`config.mk`:
```
export PLATFORM = sky130hd
export DESIGN_NAME = ddb_board_flat
export DESIGN_NICKNAME = d
export VERILOG_FILES = /design/src/hw/ddb_pkg.sv /design/src/hw/ddb_if.sv /design/src/hw/ddb_board.sv /design/src/flat_wrapper.sv
export SDC_FILE = /design/constraint.sdc
export NUM_CORES = 1
export LEC_CHECK = 0
export ABC_AREA = 1
export BUFFER_PORTS_ARGS = -buffer_cell sky130_fd_sc_hd__buf_4
export CAP_MARGIN = 5
export CELL_PAD_IN_SITES_DETAIL_PLACEMENT = 1
export CELL_PAD_IN_SITES_GLOBAL_PLACEMENT = 2
export CORE_ASPECT_RATIO = 0.9
export CORE_UTILIZATION = 34
export CTS_BUF_LIST = sky130_fd_sc_hd__clkbuf_8
export CTS_CLUSTER_SIZE = 40
export DETAILED_ROUTE_END_ITERATION = 6
export PLACE_DENSITY_LB_ADDON = 0.1
export SYNTH_ARGS = -nofsm -noshare
export SYNTH_HDL_FRONTEND = slang
export SYNTH_SLANG_ARGS = --single-unit
```
`constraint.sdc`:
```
create_clock -name sys_clk_in -period 2.8 [get_ports sys_clk_in]
set_clock_uncertainty 0.2 [all_clocks]
set_input_delay 0.56 -clock sys_clk_in [delete_from_list [all_inputs] [get_ports sys_clk_in]]
set_output_delay 0.56 -clock sys_clk_in [all_outputs]
set_load 0.01 [all_outputs]
```
`src/hw/ddb_pkg.sv`:
```
// Purpose: Shared constants for the dual converter board link
// Assumes: One 20 MHz clock shared by host and board logic
// Notes: Bus command codes and address layout live here
package ddb_pkg;
   // Widths
   localparam int DATA_W = 12;
   localparam int ADDR_W = 12;
   localparam int LOG_W = 6;
   localparam int CNT_W = 4;
   // Clock rate and serial bit time
   localparam int CLK_HZ = 20000000;
   localparam int BIT_NS = 200;
   localparam int BIT_CYC = (BIT_NS * (CLK_HZ / 1000000) + 999) / 1000;
   // Link command codes
   localparam logic [2:0] CMD_NOP = 3'h0;
   localparam logic [2:0] CMD_SHIFT1 = 3'h1;
   localparam logic [2:0] CMD_SHIFT2 = 3'h2;
   localparam logic [2:0] CMD_LATCH1 = 3'h3;
   localparam logic [2:0] CMD_LATCH2 = 3'h4;
   localparam logic [2:0] CMD_INIT = 3'h5;
   // Fixed address fields, zero code and full word count
   localparam logic [2:0] ADDR_FIX_MID = 3'h1;
   localparam logic [2:0] ADDR_FIX_LO = 3'h0;
   localparam logic [DATA_W-1:0] ZERO_CODE = 12'h000;
   localparam logic [CNT_W-1:0] FULL_CNT = 4'hc;
   // Host user operations
   localparam logic [1:0] OP_SEL = 2'h0;
   localparam logic [1:0] OP_LOAD = 2'h1;
   localparam logic [1:0] OP_LATCH = 2'h2;
   localparam logic [1:0] OP_INIT = 2'h3;

   // Physical address from logical number: code, x, 001, y, 000, z
   function automatic logic [ADDR_W-1:0] phys_addr(input logic [LOG_W-1:0] lg);
      phys_addr = {lg[5:3], lg[0], ADDR_FIX_MID, lg[1], ADDR_FIX_LO, lg[2]};
   endfunction

   // First and third nibbles swap places on the bus
   function automatic logic [ADDR_W-1:0] nib_swap(input logic [ADDR_W-1:0] a);
      nib_swap = {a[3:0], a[7:4], a[11:8]};
   endfunction
endpackage

```
`src/hw/ddb_if.sv`:
```
// Purpose: Link between host controller and converter board
// Assumes: All signals synchronous to the shared clock
// Notes: Host drives strobes; board returns its select level
`timescale 1ns/1ps
`default_nettype none
interface ddb_if;
   logic addr_stb;
   logic [11:0] addr;
   logic cmd_stb;
   logic [2:0] cmd;
   logic sdat;
   logic board_sel;

   // Host end
   modport host (
      output addr_stb, addr, cmd_stb, cmd, sdat,
      input board_sel
   );

   // Board end
   modport board (
      input addr_stb, addr, cmd_stb, cmd, sdat,
      output board_sel
   );
endinterface
`default_nettype wire

```
`src/hw/ddb_board.sv`:
```
// Purpose: Digital logic of the two channel converter board
// Assumes: Host keeps to the link protocol; inputs synchronous
// Notes: Converter output registers drive the analog stage
//    Holding registers fill serially; only a latch moves them on
//    Select is held between address strobes, lamp follows it
//    Init clears the output registers, not the holding registers
`timescale 1ns/1ps
`default_nettype none
module ddb_board #(
   parameter int DATA_W = ddb_pkg::DATA_W
) (
   input wire logic sys_clk_in,
   input wire logic rst_in,
   ddb_if.board lnk,
   input wire logic [2:0] logic_code_in,
   input wire logic [2:0] jumper_fitted_in,
   output logic select_indicator_lamp_out,
   output logic [DATA_W-1:0] first_converter_channel_out,
   output logic [DATA_W-1:0] second_converter_channel_out,
   output logic [1:0] conv_update_out,
   output logic [1:0] hold_full_out
);

   // Whole board state
   typedef struct packed {
      logic sel;
      logic [1:0][DATA_W-1:0] hold;
      logic [1:0][DATA_W-1:0] outr;
      logic [1:0][ddb_pkg::CNT_W-1:0] cnt;
      logic [1:0] full;
      logic [1:0] upd;
   } ddb_board_st_t;

   // State and its next value
   ddb_board_st_t st_ff;
   ddb_board_st_t nxt_st;

   // Address decode
   logic [2:0] jmp_bits;
   logic jmp_x;
   logic jmp_y;
   logic jmp_z;
   logic [ddb_pkg::LOG_W-1:0] log_num;
   logic [ddb_pkg::ADDR_W-1:0] own_addr;
   logic [ddb_pkg::ADDR_W-1:0] bus_phys;
   logic addr_hit;

   // Command decode
   logic cmd_ok;
   logic [1:0] shift_ch;
   logic [1:0] latch_ch;
   logic do_init;

   // Per channel helpers
   logic [1:0][DATA_W-1:0] hold_shifted;
   logic [1:0][ddb_pkg::CNT_W-1:0] cnt_inc;
   logic [1:0] cnt_last;
   logic [1:0] cnt_top;

   // Jumper bits: fitted pair gives zero, open pair one
   assign jmp_bits = ~jumper_fitted_in;

   // First, second and third jumper pairs give x, y and z
   assign jmp_x = jmp_bits[0];
   assign jmp_y = jmp_bits[1];
   assign jmp_z = jmp_bits[2];

   // Logical number laid out as code bits then z y x
   assign log_num = {logic_code_in, jmp_z, jmp_y, jmp_x};

   // Physical address this board answers to
   // Layout: code bits, x, fixed 001, y, fixed 000, z
   assign own_addr = ddb_pkg::phys_addr(log_num);

   // Undo the nibble interchange done by the host
   assign bus_phys = ddb_pkg::nib_swap(lnk.addr);

   // Address compare
   assign addr_hit = (bus_phys == own_addr);

   // Commands only act while selected
   assign cmd_ok = lnk.cmd_stb & st_ff.sel;

   // Link as seen from the board
   //    address strobe: select follows the address match
   //    shift 1 and shift 2: one serial bit into a holding register
   //    latch 1 and latch 2: holding register to output register
   //    init: both output registers to zero code
   //    other codes, or any command while unselected: no effect
   //    holding registers keep their value across latch and init
   //    bit counters stop at a full word; extra bits push out the oldest
   //    no handshake: every strobe is taken at the edge that sees it

   // Command decode per channel
   always_comb begin
      shift_ch = 2'b00;
      latch_ch = 2'b00;
      do_init = 1'b0;
      if (cmd_ok) begin
         case (lnk.cmd)
            ddb_pkg::CMD_SHIFT1: begin
               shift_ch = 2'b01;
            end
            ddb_pkg::CMD_SHIFT2: begin
               shift_ch = 2'b10;
            end
            ddb_pkg::CMD_LATCH1: begin
               latch_ch = 2'b01;
            end
            ddb_pkg::CMD_LATCH2: begin
               latch_ch = 2'b10;
            end
            ddb_pkg::CMD_INIT: begin
               do_init = 1'b1;
            end
            default: begin
               do_init = 1'b0;
            end
         endcase
      end
   end

   // Per channel shift helpers, one copy per converter
   for (genvar g = 0; g < 2; g++) begin : g_chan
      // Holding value with the new bit in the LSB, MSB first
      assign hold_shifted[g] = {st_ff.hold[g][DATA_W-2:0], lnk.sdat};
      // Bit count one further along
      assign cnt_inc[g] = st_ff.cnt[g] + 4'h1;
      // Counter sits on the last bit of a word
      assign cnt_last[g] = (st_ff.cnt[g] == ddb_pkg::FULL_CNT - 4'h1);
      // Counter has stopped at a whole word
      assign cnt_top[g] = (st_ff.cnt[g] == ddb_pkg::FULL_CNT);
   end

   // Next state
   always_comb begin
      nxt_st = st_ff;
      // Update pulses last a single cycle
      nxt_st.upd = 2'b00;

      // Select follows every address placed on the bus
      if (lnk.addr_stb) begin
         nxt_st.sel = addr_hit;
      end

      // Serial shift into holding register, MSB first
      for (int ch = 0; ch < 2; ch++) begin
         if (shift_ch[ch]) begin
            nxt_st.hold[ch] = hold_shifted[ch];
            if (!cnt_top[ch]) begin
               nxt_st.cnt[ch] = cnt_inc[ch];
            end
            if (cnt_last[ch]) begin
               nxt_st.full[ch] = 1'b1;
            end
         end
      end

      // Latch moves holding value to output register
      for (int ch = 0; ch < 2; ch++) begin
         if (latch_ch[ch]) begin
            nxt_st.outr[ch] = st_ff.hold[ch];
            nxt_st.upd[ch] = 1'b1;
            nxt_st.cnt[ch] = '0;
            nxt_st.full[ch] = 1'b0;
         end
      end

      // Init drives both outputs to zero code
      if (do_init) begin
         nxt_st.outr[0] = ddb_pkg::ZERO_CODE;
         nxt_st.outr[1] = ddb_pkg::ZERO_CODE;
         nxt_st.upd = 2'b11;
      end
   end

   // State register
   always_ff @(posedge sys_clk_in) begin
      if (rst_in) begin
         st_ff <= '0;
      end else begin
         st_ff <= nxt_st;
      end
   end

   // Select level to lamp and back to the host
   assign select_indicator_lamp_out = st_ff.sel;
   assign lnk.board_sel = st_ff.sel;

   // Converter output registers
   assign first_converter_channel_out = st_ff.outr[0];
   assign second_converter_channel_out = st_ff.outr[1];

   // Per channel status straight from state flops
   assign conv_update_out = st_ff.upd;
   assign hold_full_out = st_ff.full;

endmodule
`default_nettype wire

```
`src/flat_wrapper.sv`:
```
// flat-port wrapper written by rule: the top's interface ports become plain ports
module ddb_board_flat 
#(
   parameter int DATA_W = ddb_pkg::DATA_W
)
  (sys_clk_in, rst_in, logic_code_in, jumper_fitted_in, select_indicator_lamp_out, first_converter_channel_out, second_converter_channel_out, conv_update_out, hold_full_out, lnk_addr_stb, lnk_addr, lnk_cmd_stb, lnk_cmd, lnk_sdat, lnk_board_sel);
  ddb_if lnk_i ();
  input wire logic sys_clk_in;
  input wire logic rst_in;
  input wire logic [2:0] logic_code_in;
  input wire logic [2:0] jumper_fitted_in;
  output logic select_indicator_lamp_out;
  output logic [DATA_W-1:0] first_converter_channel_out;
  output logic [DATA_W-1:0] second_converter_channel_out;
  output logic [1:0] conv_update_out;
  output logic [1:0] hold_full_out;
  input wire logic [$bits(lnk_i.addr_stb)-1:0] lnk_addr_stb;
  input wire logic [$bits(lnk_i.addr)-1:0] lnk_addr;
  input wire logic [$bits(lnk_i.cmd_stb)-1:0] lnk_cmd_stb;
  input wire logic [$bits(lnk_i.cmd)-1:0] lnk_cmd;
  input wire logic [$bits(lnk_i.sdat)-1:0] lnk_sdat;
  output wire logic [$bits(lnk_i.board_sel)-1:0] lnk_board_sel;
  assign lnk_i.addr_stb = lnk_addr_stb;
  assign lnk_i.addr = lnk_addr;
  assign lnk_i.cmd_stb = lnk_cmd_stb;
  assign lnk_i.cmd = lnk_cmd;
  assign lnk_i.sdat = lnk_sdat;
  assign lnk_board_sel = lnk_i.board_sel;
  ddb_board #(.DATA_W(DATA_W)) u_core (.sys_clk_in(sys_clk_in), .rst_in(rst_in), .lnk(lnk_i), .logic_code_in(logic_code_in), .jumper_fitted_in(jumper_fitted_in), .select_indicator_lamp_out(select_indicator_lamp_out), .first_converter_channel_out(first_converter_channel_out), .second_converter_channel_out(second_converter_channel_out), .conv_update_out(conv_update_out), .hold_full_out(hold_full_out));
endmodule
```
Yosys cells after proc, flatten, opt, wreduce, memory -nomap -nowiden
Cells that the tools add are included.
Storage, ports and cells
  memory bits (read-only): 0
  memories kept: 0
  output and inout bits: 30
  latch bits: 0
  logic and storage cells: 42
  bits in writable memories: 0
  flip-flop bits (word level): 61
Cells by class
  multipliers: 0
  eq/ne operators: 10
  divide/modulo/power cells: 0
  shift operators: 0
  muxes and demuxes: 9
  order comparisons: 0
  bitwise operators: 4
  add/subtract/negate cells: 2
  reductions and logical operators: 7
Operator list (count)
  equality test 4 bit (second input constant): 4
  equality test 12 bit: 1
  adder 4 x 1 -> 4 bit (second input constant): 2
  one-hot mux 2 bit (2 select lines): 2
  AND reduction 2 bit: 4
  equality test 3 x 2 -> 1 bit (second input constant): 2
  equality test 3 bit (second input constant): 2
  2-to-1 mux 2 bit: 3
  OR reduction 2 bit: 3
  2-to-1 mux 1 bit: 4
  equality test 3 x 1 -> 1 bit (second input constant): 1
  inverter 3 bit: 1
  inverter 1 bit: 2
  bitwise AND 1 bit: 1

Depth between registers and ports, before layout
  depth after elaboration: 5
  mapped depth: 8
  gate-level depth less buffers: 8

Worst setup path before layout
Ideal clock, no wire load.
  kind: in2reg
  start: in lnk_cmd_stb
  end: reg u_core.st_ff (netlist bit u_core.hold_shifted[10])
  cell stages on the path: 6
  library setup time: 0.116 ns
  arrival: 1.253 ns
  path buffers: 1
  setup slack: 1.232 ns
  cell sequence: nand2_2 nor2_4 nand2_2 clkbuf_2 o21ai_0 nor2_1
On the way
  longest elaborated chain between the ends: 2
Ends and longest elaborated chain
  start: declaration: RTL line flat_wrapper.sv:19  | input wire logic [$bits(lnk_i.cmd_stb)-1:0] lnk_cmd_stb;
  bitwise AND 1 bit: RTL line ddb_board.sv:82  | assign cmd_ok = lnk.cmd_stb & st_ff.sel;
  2-to-1 mux 2 bit: RTL line ddb_board.sv:99  | if (cmd_ok) begin
  end signal: assignment: RTL line ddb_board.sv:182  | st_ff <= nxt_st;
  end: declaration: RTL line ddb_board.sv:35  | ddb_board_st_t st_ff;
No other way between the ends.
A chain may end at the register's enable or synchronous reset.

Final worst setup path
  start: reg u_core.st_ff (netlist bit u_core.lnk.board_sel)
  end: reg u_core.st_ff (netlist bit u_core.hold_full_out[1])
On the way
  longest elaborated chain between the ends: 3
  elaborated cells between the ends (all ways): 5
  those cells by class: 2 x mux; 1 x bitwise; 2 x reduce/logical
Ends and longest elaborated chain (RTL line)
  bitwise AND 1 bit (*): ddb_board.sv:82
  2-to-1 mux 2 bit: ddb_board.sv:99
  AND reduction 2 bit (no source line) or OR reduction 2 bit (tied branches)
Every way passes the cells marked *; elsewhere a longest branch is shown, timed or not.

==> flow_metrics.env <==
export IMPL_status="finished clean"
export IMPL_finalHoldViolations=0
export IMPL_antenna_cells=0
export IMPL_place_ws_ns=0.786
export IMPL_antenna_found_initial=0
export IMPL_clock_path_buffers=2
export IMPL_power_w=0.00171
export IMPL_ctsHoldBuffers=0
export IMPL_drc=0
export IMPL_critPathBufInv=1
export IMPL_cts_buffers=9
export IMPL_synth_common_cells="nand2_1 (71), nor2_1 (64), dfxtp_1 (61), a21oi_1 (33), buf_4 (32)"
export IMPL_syn2layout_area_growth_pct=16.2
export IMPL_finalCritPeriodShare_pct=61.9
export IMPL_hold_path_class="in -> reg"
export IMPL_cts_setup_buffers=0
export IMPL_post_synth_main_area_contributors="dfxtp_1 (45%), nand2_1 (9.8%), buf_4 (8.8%)"
export IMPL_tns_ns=0
export IMPL_crit_path_max_incr_delay_ns=0.39
export IMPL_path_max_fanout=13
export IMPL_grt_pass1_wl_um=10600
export IMPL_maxCapViolCount=0
export IMPL_critical_path_required_ns=2.83
export IMPL_cts_resized=0
export IMPL_synth_most_common_cell="nand2_1"
export IMPL_ant_nets=0
export IMPL_start_kind="flop"
export IMPL_grt_max_degree=27
export IMPL_htree_levels=3
export IMPL_cts_tree="done"
export IMPL_wl_per_cell_um=12.4
export IMPL_grt_pass1_vias=2231
export IMPL_timing_slew_headroom_pct=65.3
export IMPL_synth_edf_count=0
export IMPL_core_um2=7660
export IMPL_rows=30
export IMPL_ys_seq_area_share_pct=44.8
export IMPL_dieHeight_um=86.9
export IMPL_path_delay_family="simple AND/OR/NAND/NOR gates"
export IMPL_worst_path_max_delay_cell="dfxtp_1"
export IMPL_ys_seq_elements=61
export IMPL_ios=56
export IMPL_dieWidth_um=96.4
export IMPL_synth_nets=393
export IMPL_min_period_ns=1.73
export IMPL_worstMarginPinSlew_ns=0.518
export IMPL_max_freq_ghz=0.577
export IMPL_rsz0062_at_grt="false"
export IMPL_final_nets=420
export IMPL_worstSetupEndpointType="flop"
export IMPL_crit_arrival_ns=1.76
export IMPL_post_route_util_pct=41.4
export IMPL_power_leakage_nw=1.30
export IMPL_power_density_nw_per_um2=539
export IMPL_root_buffer="clkbuf_8"
export IMPL_place_gp_congestion=0.697
export IMPL_yosysWarnings=0
export IMPL_dp_hpwl_um=4210
export IMPL_layout_drive_gt1_share_pct=22.0
export IMPL_syn_avg_cell_area_um2=7.51
export IMPL_grt_usage_pct=16.7
export IMPL_ir_drop_mv=0.251
export IMPL_portBuffers=55
export IMPL_start_util_pct=35.6
export IMPL_async_flop_share_pct=0
export IMPL_worst_slack_ns=1.07
export IMPL_vias=2269
export IMPL_slew_violations=0
export IMPL_synth_cell_types=25
export IMPL_syn_area_um2=2730
export IMPL_critPathKind="reg -> reg"
export IMPL_first_pass_iters=4
export IMPL_wl_um=6080
export IMPL_die_area_um2=8380
export IMPL_path_clk_slew_ns=0.06
export IMPL_synth_top_area_share_pct=44.8
export IMPL_setup_viol=0
export IMPL_vias_per_cell=4.62
export IMPL_insertion_delay_ns=0.34
export IMPL_cts_sinks=61
export IMPL_path_cells="nand2_2, nor2_1, buf_4, nand2_1, nand2_1, nor2_1"
export IMPL_drt_iter0_drc=89
export IMPL_overflow=0
export IMPL_postSynthCellCount=363
export IMPL_ys_flop_type="dfxtp_1"
export IMPL_yosys_area_top_type="dfxtp_1"
## through the flow
step	area, um2	cells	hold slack (ns)
6_report	3170	491	0.209
2_1_floorplan	2730	363	0.238
5_1_grt	3170	491	0.196
3_3_place_gp	2970	475	0.252
3_5_place_dp	2970	475	0.257
4_1_cts	3170	491	0.193
## cell type report
type	count	area, um2
Inverter	28	105
Sequential cell	61	1220
Clock buffer	10	138
Multi-Input combinational cell	232	1090
Timing Repair Buffer	58	435
Tap cell	96	120
Fill cell	955	4490
Clock inverter	6	55.1
## path summary, 6_finish.rpt
path,from,slack (ns),depth (start not counted),end
hold reg to reg,u_core.second_converter_channel_out[2],0.26,2,u_core.second_converter_channel_out[2]
setup / recovery,u_core.lnk.board_sel,1.07,6,u_core.hold_full_out[1]
hold / removal,rst_in,0.21,2,u_core.lnk.board_sel
setup reg to reg,u_core.lnk.board_sel,1.07,6,u_core.hold_full_out[1]
## where the power goes
group / total, W / internal, W / switching (W)
Sequential: 0.000867 / 0.000867 / 0.00000000727
Combinational: 0.0000773 / 0.0000365 / 0.0000408
Clock: 0.000762 / 0.000425 / 0.000337
## kinds of logic (layout without fill, tap and decap cells)
kind of cell | Yosys count | in the layout | synth area share, %
flops | 61 | 61 | 44.8
xor+xnor | 5 | 5 | 1.61
simple gates | 161 | 161 | 25.0
buf+inv | 70 | 102 | 15.1
compound gates | 62 | 62 | 11.6
fa+ha+maj | 4 | 4 | 1.84
## per-layer routing
| metal | share of wire [%] | up-vias | GRT usage, % |
|---|---|---|---|
| li1 | - | 1168 | - |
| met1 | 47 | 1065 | 19.7 |
| met2 | 48 | 29 | 28.0 |
| met3 | 3.5 | 7 | 5.85 |
| met4 | 1.2 | 0 | 6.02 |
| met5 | 0 | - | 0 |
## flip-flops by register name (all words and copies together), names as in the netlist
name                                 count
u_core.lnk.board_sel                     1
u_core.second_converter_channel_out     12
u_core.first_converter_channel_out      12
u_core.st_ff                            10
u_core.hold_shifted                     22
u_core.conv_update_out                   2
u_core.hold_full_out                     2
## cell usage in the layout (no fill, tap or decap)
master | synthesis | final
clkinv_2 | 0 | 2
nand3_4 | 1 | 1
o21ai_1 | 2 | 2
ha_1 | 4 | 4
nand3_1 | 15 | 15
nand2_4 | 1 | 1
nor2_2 | 2 | 2
nand2_1 | 71 | 71
xor2_1 | 2 | 2
dfxtp_1 | 61 | 61
bufinv_16 | 0 | 1
clkbuf_8 | 0 | 10
a21oi_1 | 33 | 33
nand2_2 | 3 | 3
nor2_4 | 3 | 3
xnor2_1 | 3 | 3
inv_1 | 24 | 26
buf_4 | 32 | 58
nor4_1 | 1 | 1
nor2_1 | 64 | 64
o21ai_0 | 24 | 24
inv_2 | 4 | 4
a31oi_1 | 2 | 2
clkinvlp_4 | 0 | 1
a21oi_2 | 1 | 1
Power figures use the tool's default switching activity.
